==> src/ccs_cfg.svh <==
// Purpose: Offsets, field positions, reset values for the capture/compare status block
// Assumes: Included by the design files by bare name
// Notes:   Definitions only
`ifndef CCS_CFG_SVH
`define CCS_CFG_SVH

// ----------------------------------------------------------------
// Bus geometry
// ----------------------------------------------------------------
`define CCS_ADDR_W       3
`define CCS_DATA_W       16
`define CCS_REG_W        8

// ----------------------------------------------------------------
// Register offsets
// ----------------------------------------------------------------
`define CCS_OFF_STATUS   3'h0
`define CCS_OFF_IOCTL    3'h1
`define CCS_OFF_IRQEN    3'h2
`define CCS_OFF_COUNT    3'h3
`define CCS_OFF_GR_BASE  3'h4

// ----------------------------------------------------------------
// Field positions
// ----------------------------------------------------------------
`define CCS_BIT_OVF      7
`define CCS_BIT_B_FUNC   6
`define CCS_BIT_B_ACT_HI 5
`define CCS_BIT_B_ACT_LO 4
`define CCS_BIT_A_FUNC   2
`define CCS_BIT_A_ACT_HI 1
`define CCS_BIT_A_ACT_LO 0
`define CCS_NUM_GR       4

// ----------------------------------------------------------------
// Reserved masks and reset values
// ----------------------------------------------------------------
`define CCS_STATUS_RSVD  8'h70
`define CCS_IOCTL_RSVD   8'h88
`define CCS_IRQEN_RSVD   8'h70
`define CCS_IOCTL_RST    8'h00
`define CCS_IRQEN_RST    8'h00
`define CCS_COUNT_RST    16'h0000
`define CCS_COUNT_MAX    16'hffff
`define CCS_GR_RST       16'hffff

`endif

==> src/ccs_pkg.sv <==
// Purpose: Shared types for the capture/compare status block
// Assumes: Nothing
// Notes:   Action and edge encodings of the two-bit channel field
package ccs_pkg;

  typedef enum logic [1:0]
  {
    CCS_ACT_NONE   = 2'h0,
    CCS_ACT_LOW    = 2'h1,
    CCS_ACT_HIGH   = 2'h2,
    CCS_ACT_TOGGLE = 2'h3
  } ccs_action_t;

  typedef enum logic [1:0]
  {
    CCS_EDGE_RISE  = 2'h0,
    CCS_EDGE_FALL  = 2'h1,
    CCS_EDGE_BOTH  = 2'h2
  } ccs_edge_t;

endpackage : ccs_pkg

==> src/ccs_event_flag.sv <==
// Purpose: One sticky status flag with read-then-write-0 clear
// Assumes: Read and write strobes never in one cycle
// Notes:   Set beats clear in the same cycle
`timescale 1ns/10ps
`include "ccs_cfg.svh"

module ccs_event_flag
(
  // Clock and reset
  input  wire logic clk,
  input  wire logic sysRst,
  // Events and access
  input  wire logic setEvent,
  input  wire logic statusRead,
  input  wire logic statusWrite,
  input  wire logic wrBit,
  // State
  output logic      flag
);
  import ccs_pkg::*;

  logic flag_q;
  logic flag_d;
  logic armed_q;
  logic armed_d;
  wire  clearOk = statusWrite & ~wrBit & armed_q;

  // Arm only by a read that saw the flag set; any write disarms
  assign armed_d = statusWrite ? 1'b0 : (statusRead & flag_q) ? 1'b1 : armed_q;
  assign flag_d  = setEvent ? 1'b1 : clearOk ? 1'b0 : flag_q;
  assign flag    = flag_q;

  always_ff @(posedge clk)
  begin
    if (sysRst)
    begin
      flag_q  <= 1'b0;
      armed_q <= 1'b0;
    end
    else
    begin
      flag_q  <= flag_d;
      armed_q <= armed_d;
    end
  end

endmodule : ccs_event_flag

==> src/ccs_channel.sv <==
// Purpose: One general register with compare match and input capture
// Assumes: Pin input synchronous to clk
// Notes:   Without a pin the channel is compare-only and never drives
`timescale 1ns/10ps
`include "ccs_cfg.svh"

module ccs_channel
#(
  parameter int WIDTH   = 16,
  parameter bit HAS_PIN = 1'b1
)
(
  // Clock and reset
  input  wire logic             clk,
  input  wire logic             sysRst,
  // Timer state and control
  input  wire logic [WIDTH-1:0] counter,
  input  wire logic             captureMode,
  input  wire logic [1:0]       pinMode,
  // Software write
  input  wire logic             grWrite,
  input  wire logic [WIDTH-1:0] grWrData,
  // Pin
  input  wire logic             pinIn,
  output logic                  pinOut,
  output logic                  pinOe,
  // Results
  output logic [WIDTH-1:0]      grValue,
  output logic                  event_
);
  import ccs_pkg::*;

  logic [WIDTH-1:0] gr_q;
  logic [WIDTH-1:0] gr_d;
  logic             pinPrev_q;
  logic             pinOut_q;
  logic             pinOut_d;
  logic             pinOe_q;

  wire capMode  = HAS_PIN & captureMode;
  wire rise     = pinIn & ~pinPrev_q;
  wire fall     = ~pinIn & pinPrev_q;
  // Upper field bit alone selects both edges
  wire edgeHit  = pinMode[1] ? (rise | fall)
                : (pinMode[0] ? fall : rise);
  wire capture  = capMode & edgeHit;
  wire match    = ~capMode & (counter == gr_q);

  // Capture beats a software write in the same cycle
  assign gr_d = capture ? counter : grWrite ? grWrData : gr_q;

  // Low or high on a pin already there leaves it unchanged
  always_comb
  begin
    pinOut_d = pinOut_q;
    if (match & HAS_PIN)
    begin
      case (ccs_action_t'(pinMode))
        CCS_ACT_NONE:   pinOut_d = pinOut_q;
        CCS_ACT_LOW:    pinOut_d = 1'b0;
        CCS_ACT_HIGH:   pinOut_d = 1'b1;
        CCS_ACT_TOGGLE: pinOut_d = ~pinOut_q;
        default:        pinOut_d = pinOut_q;
      endcase
    end
  end

  assign event_  = capture | match;
  assign grValue = gr_q;
  assign pinOut  = pinOut_q;
  assign pinOe   = pinOe_q;

  always_ff @(posedge clk)
  begin
    if (sysRst)
    begin
      gr_q      <= `CCS_GR_RST;
      pinPrev_q <= 1'b0;
      pinOut_q  <= 1'b0;
      pinOe_q   <= 1'b0;
    end
    else
    begin
      gr_q      <= gr_d;
      pinPrev_q <= pinIn;
      pinOut_q  <= pinOut_d;
      pinOe_q   <= HAS_PIN & ~captureMode & (pinMode != 2'h0);
    end
  end

endmodule : ccs_channel

==> src/ccs_timer_status.sv <==
// Purpose: Counter, status flags, channel A/B I/O control and request lines
// Assumes: Single clock, synchronous inputs, one-cycle register strobes
// Notes:   Counter runs every clock; channels C and D are compare-only
//
// What this block does
// - Set overflow flag when counter wraps to zero
// - Overflow clears by read-as-1 then write 0
// - Status bits 6..4 always read 1
// - Compare mode: flag set on counter equal
// - Capture mode: copy counter on edge, set flag
// - Flags D..A at bits 3..0, overflow bit 7
// - Event flags clear by read-as-1 then write 0
// - Control bit 6 picks compare or capture B
// - Control bit 2 picks compare or capture A
// - Channel B action: none, low, high, toggle
// - Channel B capture edge: rise, fall, both
// - Channel A action: none, low, high, toggle
// - Channel A capture edge: rise, fall, both
// - Control bits 7, 3 read 1; others reset 0
// - Overflow request only when enabled and flagged
// - Each event request gated by its enable
// - Toggle action is field value 11
// - Pin already at level stays unchanged
//
// Word map: 0 status, 1 io control A/B, 2 request enables,
// 3 up counter, 4..7 general registers A..D
// Upper byte of the 8-bit registers reads 0
//
// Implementation choices: the register offsets and strobed register access.
`timescale 1ns/10ps
`include "ccs_cfg.svh"

module ccs_timer_status
#(
  parameter int AW = `CCS_ADDR_W,
  parameter int DW = `CCS_DATA_W
)
(
  // Clock and reset
  input  wire logic          clk,
  input  wire logic          sysRst,
  // Register port
  input  wire logic [AW-1:0] regAddr,
  input  wire logic [DW-1:0] regWrData,
  input  wire logic          regWrite,
  input  wire logic          regRead,
  output logic      [DW-1:0] regRdData,
  // Timer pin A
  input  wire logic          timerPinAIn,
  output logic               timerPinAOut,
  output logic               timerPinAOe,
  // Timer pin B
  input  wire logic          timerPinBIn,
  output logic               timerPinBOut,
  output logic               timerPinBOe,
  // Request lines
  output logic               overflowIrqRequest,
  output logic [3:0]         eventIrqRequest
);
  import ccs_pkg::*;

  // ----------------------------------------------------------------
  // Storage
  // ----------------------------------------------------------------
  logic [DW-1:0]       counter_q;
  logic [DW-1:0]       counter_d;
  logic [7:0]          ioctl_q;
  logic [7:0]          irqEn_q;
  logic [DW-1:0]       rdData_q;
  logic                ovfIrq_q;
  logic [3:0]          evtIrq_q;
  logic [7:0]          ioctl_d;
  logic [7:0]          irqEn_d;
  logic [DW-1:0]       rdData_d;
  logic                ovfIrq_d;
  logic [3:0]          evtIrq_d;

  logic [DW-1:0]       grValue [`CCS_NUM_GR];
  logic [`CCS_NUM_GR-1:0] grEvent;
  logic [`CCS_NUM_GR-1:0] pinOutVec;
  logic [`CCS_NUM_GR-1:0] pinOeVec;
  logic [4:0]          flagVec;
  logic [4:0]          setVec;
  logic [`CCS_NUM_GR-1:0] capModeVec;
  logic [1:0]          pinModeVec [`CCS_NUM_GR];
  logic [`CCS_NUM_GR-1:0] pinInVec;
  logic [`CCS_NUM_GR-1:0] grWrVec;

  // ----------------------------------------------------------------
  // Address decode
  // ----------------------------------------------------------------
  wire hitStatus = (regAddr == `CCS_OFF_STATUS);
  wire hitIoctl  = (regAddr == `CCS_OFF_IOCTL);
  wire hitIrqEn  = (regAddr == `CCS_OFF_IRQEN);
  wire hitCount  = (regAddr == `CCS_OFF_COUNT);
  wire hitGr     = (regAddr >= `CCS_OFF_GR_BASE);
  wire [1:0] grSel = 2'(regAddr - `CCS_OFF_GR_BASE);

  wire wrStatus  = regWrite & hitStatus;
  wire rdStatus  = regRead & hitStatus;
  wire wrIoctl   = regWrite & hitIoctl;
  wire wrIrqEn   = regWrite & hitIrqEn;
  wire wrCount   = regWrite & hitCount;

  // One write select per general register
  assign grWrVec[0] = regWrite & hitGr & (grSel == 2'h0);
  assign grWrVec[1] = regWrite & hitGr & (grSel == 2'h1);
  assign grWrVec[2] = regWrite & hitGr & (grSel == 2'h2);
  assign grWrVec[3] = regWrite & hitGr & (grSel == 2'h3);

  // ----------------------------------------------------------------
  // Counter
  // ----------------------------------------------------------------
  // A software write takes the place of the wrap, so no flag then
  wire wrap      = (counter_q == `CCS_COUNT_MAX) & ~wrCount;
  assign counter_d = wrCount ? regWrData : DW'(counter_q + 1'b1);

  always_ff @(posedge clk)
  begin
    if (sysRst)
      counter_q <= `CCS_COUNT_RST;
    else
      counter_q <= counter_d;
  end

  // ----------------------------------------------------------------
  // Control registers
  // ----------------------------------------------------------------
  // Reserved bits are not stored, they are forced on read
  assign ioctl_d = wrIoctl ? (regWrData[7:0] & ~`CCS_IOCTL_RSVD) : ioctl_q;
  assign irqEn_d = wrIrqEn ? (regWrData[7:0] & ~`CCS_IRQEN_RSVD) : irqEn_q;

  always_ff @(posedge clk)
  begin
    if (sysRst)
      ioctl_q <= `CCS_IOCTL_RST;
    else
      ioctl_q <= ioctl_d;
  end

  always_ff @(posedge clk)
  begin
    if (sysRst)
      irqEn_q <= `CCS_IRQEN_RST;
    else
      irqEn_q <= irqEn_d;
  end

  // Channel A and B fields; C and D are fixed to plain compare
  assign capModeVec[0]  = ioctl_q[`CCS_BIT_A_FUNC];
  assign capModeVec[1]  = ioctl_q[`CCS_BIT_B_FUNC];
  assign capModeVec[2]  = 1'b0;
  assign capModeVec[3]  = 1'b0;
  assign pinModeVec[0]  = ioctl_q[`CCS_BIT_A_ACT_HI:`CCS_BIT_A_ACT_LO];
  assign pinModeVec[1]  = ioctl_q[`CCS_BIT_B_ACT_HI:`CCS_BIT_B_ACT_LO];
  assign pinModeVec[2]  = 2'h0;
  assign pinModeVec[3]  = 2'h0;
  assign pinInVec       = {2'b00, timerPinBIn, timerPinAIn};

  // ----------------------------------------------------------------
  // General registers
  // ----------------------------------------------------------------
  genvar gi;
  generate
    for (gi = 0; gi < `CCS_NUM_GR; gi++)
    begin : g_chan
      ccs_channel
      #(
        .WIDTH   (DW),
        .HAS_PIN (gi < 2)
      )
      u_chan
      (
        .clk         (clk),
        .sysRst      (sysRst),
        .counter     (counter_q),
        .captureMode (capModeVec[gi]),
        .pinMode     (pinModeVec[gi]),
        .grWrite     (grWrVec[gi]),
        .grWrData    (regWrData),
        .pinIn       (pinInVec[gi]),
        .pinOut      (pinOutVec[gi]),
        .pinOe       (pinOeVec[gi]),
        .grValue     (grValue[gi]),
        .event_      (grEvent[gi])
      );
    end
  endgenerate

  // ----------------------------------------------------------------
  // Status flags
  // ----------------------------------------------------------------
  // Index 4 is the overflow flag, 3..0 follow the channels
  assign setVec = {wrap, grEvent};

  genvar fi;
  generate
    for (fi = 0; fi < 5; fi++)
    begin : g_flag
      localparam int BITPOS = (fi == 4) ? `CCS_BIT_OVF : fi;
      ccs_event_flag u_flag
      (
        .clk         (clk),
        .sysRst      (sysRst),
        .setEvent    (setVec[fi]),
        .statusRead  (rdStatus),
        .statusWrite (wrStatus),
        .wrBit       (regWrData[BITPOS]),
        .flag        (flagVec[fi])
      );
    end
  endgenerate

  // ----------------------------------------------------------------
  // Read path
  // ----------------------------------------------------------------
  wire [7:0] statusView = {flagVec[4], 3'b000, flagVec[3:0]}
                        | `CCS_STATUS_RSVD;
  wire [7:0] ioctlView  = ioctl_q | `CCS_IOCTL_RSVD;
  wire [7:0] irqEnView  = irqEn_q | `CCS_IRQEN_RSVD;

  wire [DW-1:0] rdMux = hitStatus ? DW'(statusView)
                      : hitIoctl  ? DW'(ioctlView)
                      : hitIrqEn  ? DW'(irqEnView)
                      : hitCount  ? counter_q
                      : hitGr     ? grValue[grSel]
                      : {DW{1'b0}};

  // Data stand only in the cycle after the read strobe
  assign rdData_d = regRead ? rdMux : {DW{1'b0}};

  always_ff @(posedge clk)
  begin
    if (sysRst)
      rdData_q <= {DW{1'b0}};
    else
      rdData_q <= rdData_d;
  end

  // ----------------------------------------------------------------
  // Request lines
  // ----------------------------------------------------------------
  // Registered to keep outputs flop-driven; one cycle behind the flag
  assign ovfIrq_d = flagVec[4] & irqEn_q[`CCS_BIT_OVF];
  assign evtIrq_d = flagVec[3:0] & irqEn_q[3:0];

  always_ff @(posedge clk)
  begin
    if (sysRst)
    begin
      ovfIrq_q <= 1'b0;
      evtIrq_q <= 4'h0;
    end
    else
    begin
      ovfIrq_q <= ovfIrq_d;
      evtIrq_q <= evtIrq_d;
    end
  end

  // ----------------------------------------------------------------
  // Outputs
  // ----------------------------------------------------------------
  assign regRdData          = rdData_q;
  assign timerPinAOut       = pinOutVec[0];
  assign timerPinAOe        = pinOeVec[0];
  assign timerPinBOut       = pinOutVec[1];
  assign timerPinBOe        = pinOeVec[1];
  assign overflowIrqRequest = ovfIrq_q;
  assign eventIrqRequest    = evtIrq_q;

endmodule : ccs_timer_status

==> config.mk <==
export PLATFORM = sky130hd
export DESIGN_NAME = ccs_timer_status
export DESIGN_NICKNAME = d
export VERILOG_FILES = /design/src/ccs_pkg.sv /design/src/ccs_event_flag.sv /design/src/ccs_channel.sv /design/src/ccs_timer_status.sv
export VERILOG_INCLUDE_DIRS = /design/src
export SDC_FILE = /design/constraint.sdc
export NUM_CORES = 1
export LEC_CHECK = 0
export ABC_AREA = 1
export BUFFER_PORTS_ARGS = -buffer_cell sky130_fd_sc_hd__buf_2
export CORE_UTILIZATION = 35
export CTS_CLUSTER_SIZE = 8
export DETAILED_ROUTE_END_ITERATION = 10
export PLACE_DENSITY_LB_ADDON = 0.1
export REMOVE_ABC_BUFFERS = 1
export SKIP_CTS_REPAIR_TIMING = 1
export SYNTH_ARGS = -nofsm -noshare
export SYNTH_HDL_FRONTEND = slang
export SYNTH_SLANG_ARGS = --single-unit
==> constraint.sdc <==
create_clock -name clk -period 1.4 [get_ports clk]
set_input_delay 0.28 -clock clk [delete_from_list [all_inputs] [get_ports clk]]
set_output_delay 0.28 -clock clk [all_outputs]
set_load 0.01 [all_outputs]
==> results.cfg <==
[outcome]
status = complete, but fails checks
violations = negative setup slack

[global_routing]
grt_pass1_vias = 6522
overflow = 0
track_usage = 0.258
grt_max_degree = 43
number_of_antenna_violations_at_the_first_check_in_global_routing = 0
global_route_wire_length_before_repair_mm = 37.7

[timing]
tns_ps = -962
min_period_ps = 1590
final_hold_viol_count = 0
setup_slack_ps = -186
final_slew_violations = 0
setup_violations = 26
layout_worst_path_cycle_share = 1.13
grt_setup_unrepaired = yes
achievable-frequency_mhz = 631
finClkSkew_ps = 10.0
timing.slew.headroom = 0.710
worst_slew_pin_slew_ps = 434

[synthesis]
synthAdderAreaFrac = 0.00943
synth.yosys.seq_area_share = 0.386
synth-xor-area-share = 0.0475
synth_largest_type_area_fraction = 0.386
yosys-mux-area-fraction = 0
synth_seq_cells = 128
synth_cells = 939
mapped_area_um2 = 6640
synth_compound_area_frac = 0.194
ys_warn_count = 0
synthSimpleGateAreaFrac = 0.253
synth.lib_cells_used.distinct = 39
synthTopCellsByArea = dfxtp_1 (39%), nand2_1 (12%), inv_1 (6.7%)
netlist.top_cell.by_area = dfxtp_1
post_synth.cell_area_avg_um2 = 7.07
synth_top_family_by_area = simple AND/OR/NAND/NOR gates

[power]
power_density_nw_per_um2 = 1080
vdd.ir_drop.worst_mv = 0.736
power_mw = 10.2
p_leak_nw = 4.50

[cts]
cts_tree = done
tritoncts.num_buffers = 17
clock_latency_ps = 430
ctsRootBufferMaster = clkbuf_16
clkSinkCount = 128
cts_max_path_buffers = 2
clkSlewWorstSetupHoldPaths_ps = 60
htree_num_levels = 4

[final_layout]
antenna-diode-count = 0
seqCellArea_um2 = 2590
final_net_count = 1145
drive_gt1_frac = 0.330
post_layout_nonfiller_instances = 1357
multiInputGateArea_um2 = 3820
layout-area-overhead-vs-synth_pct = 42.1
fill_cells = 1814

[die]
die-area_um2 = 19500
initial_core_util = 0.363
placement_rows = 49
io_pins = 50
die_w_um = 140
core_area_um2 = 18300
die_extent_in_y_um = 140

[setup_path]
r2r-end = counter_q[7]
timing.critical_path.required_ps = 1710
worstSetupPathType = flop to flop
largest_incremental_delay_on_the_critical_path_ps = 370
timing.rr.start = counter_q[1]
path_delay_family = simple AND/OR/NAND/NOR gates
worst_setup_path_startpoint = counter_q[1]
worstPathMaxFanout = 5
timing.critical_path.to = counter_q[7]
worst-endpoint-arrival_ps = 1890
critical-path-slowest-cell = dfxtp_4
worst-r2r-cell-count = 7
timing.critical_path.to_type = flop
r2r_slack_ps = -190
crit_path_cell_trace = inv_4, nor3_4, nand2_2, buf_4, xor2_1, o21ai_0, inv_1
crit_buf_inv = 3
startpoint_type = flop
cp_num_cells = 7

[placement]
place_congestion = 0.879
place.port_buffers = 49
detailedPlacementHpwl_mm = 17.8
dp.cells = 1315

[drt]
detailroute.via_count = 7133
routed_wirelength_mm = 25.5
first_iter_violations = 637
avgRoutedWirePerCell_um = 18.8
drt.antenna.violating_nets = 0
drc = 0
routed_via_density = 5.26
drt_first_pass_iters = 5

[flow_run]
drv.max_cap_violation_count = 0

[worst_hold_path]
worst_hold_path_type = input pin to flop
[worst register-to-register path: stages (launching register included)]
cell	delay, ps
dfxtp_4	370
inv_4	40
nor3_4	300
nand2_2	190
buf_4	180
xor2_1	140
o21ai_0	200
inv_1	50
[Yosys cell counts (all sizes together)]
cell and instances:
o2bb2ai 1, nand4 17, ha 5, a211oi 3
nand3 69, dfxtp 128, a221oi 1, a21boi 1
nor4 1, nand3b 2, nor3 12, o22ai 17
o21ai 58, clkinv 1, a31oi 1, a22oi 5
nor2 59, xor2 11, a21oi 59, inv 128
o221ai 4, clkbuf 19, nand2 223, o31ai 2
o2111ai 32, buf 32, o211ai 23, xnor2 25
[stage by stage]
step	hold slack, ps	instance area (µm²)	utilization	setup WS, ps
finish	105	9430	0.516	-186
global route	130	9430	0.516	-207
CTS	103	8740	0.478	-448
detailed placement	443	8110	0.444	-527
global placement	445	8110	0.444	-519
floorplan	349	6390	-	-557
[final cells by class]
class | count | area share
clock buffers | 22 | 0.0503
clock inverters | 10 | 0.0167
inverters | 129 | 0.0519
multi-input cells | 631 | 0.405
flip-flops and latches | 128 | 0.275
well taps | 229 | 0.0304
repair buffers | 208 | 0.171
[layout by cell type (no fill, tap or decap), types with 4 or more instances in the layout]
| cell type | netlist | layout |
|---|---|---|
| xnor2_2 | 0 | 4 |
| a21oi_2 | 0 | 5 |
| nand2_1 | 219 | 192 |
| a22oi_1 | 5 | 5 |
| inv_2 | 10 | 16 |
| xor2_1 | 11 | 11 |
| buf_2 | 27 | 49 |
| nand4_1 | 17 | 17 |
| nor2_4 | 5 | 13 |
| nor2_2 | 6 | 11 |
| buf_6 | 1 | 5 |
| o21ai_0 | 57 | 56 |
| nand2_4 | 1 | 13 |
| clkbuf_16 | 0 | 20 |
| buf_12 | 0 | 8 |
| o22ai_1 | 17 | 17 |
| dfxtp_1 | 128 | 114 |
| nand2_2 | 3 | 18 |
| nor3_2 | 0 | 8 |
| o2111ai_2 | 0 | 15 |
| inv_1 | 118 | 111 |
| o211ai_1 | 23 | 23 |
| nand3_1 | 69 | 61 |
| xnor2_1 | 25 | 21 |
| dfxtp_2 | 0 | 9 |
| a21oi_1 | 59 | 54 |
| o221ai_1 | 4 | 4 |
| dfxtp_4 | 0 | 5 |
| nand3_2 | 0 | 7 |
| bufinv_16 | 0 | 4 |
| nor2_1 | 48 | 35 |
| o2111ai_1 | 32 | 17 |
| buf_4 | 3 | 143 |
[how the worst min path moves through the flow]
stage | start | endpoint | slack [ps] | cells after the start
2_1_floorplan | sysRst | g_flag[0].u_flag.flag | 350 | 1
3_3_place_gp | g_flag[1].u_flag.armed_q | g_flag[1].u_flag.armed_q | 450 | 2
3_5_place_dp | irqEn_q[2] | eventIrqRequest[2] | 440 | 2
4_1_cts | timerPinBIn | g_chan[1].u_chan.pinPrev_q | 100 | 3
5_1_grt | timerPinAIn | g_chan[0].u_chan.pinPrev_q | 130 | 3
6_report | timerPinAIn | g_chan[0].u_chan.pinPrev_q | 110 | 3
[cells by family after synthesis]
| logic type | Yosys count |
|---|---|
| buffers and inverters | 180 |
| flip-flops | 128 |
| XOR/XNOR | 36 |
| adder cells (fa/ha/maj) | 5 |
| AO/OA/AOI/OAI | 207 |
| AND/OR/NAND/NOR | 383 |
[report_power, final]
group | switching, mW | total [mW] | internal (mW)
clock | 1.74 | 4.85 | 3.11
combinational | 0.812 | 1.40 | 0.583
sequential | 0.123 | 3.91 | 3.78
[registers in the layout, indices dropped and copies added (netlist names), 2 cells and up]
name	count
regRdData	16
eventIrqRequest	4
counter_q	16
g_chan.u_chan.pinPrev_q	2
g_flag.u_flag.armed_q	5
g_flag.u_flag.flag	5
ioctl_q	6
irqEn_q	5
g_chan.u_chan.pinOe	2
g_chan.u_chan.grValue	64
g_chan.u_chan.pinOut	2
[metal layers]
layer,part of all wire,global-route usage
met2,0.46,0.400
met4,0.012,0.0584
met5,0,0
met1,0.48,0.366
met3,0.055,0.0509
No activity file was read; power rests on OpenSTA's default activity.
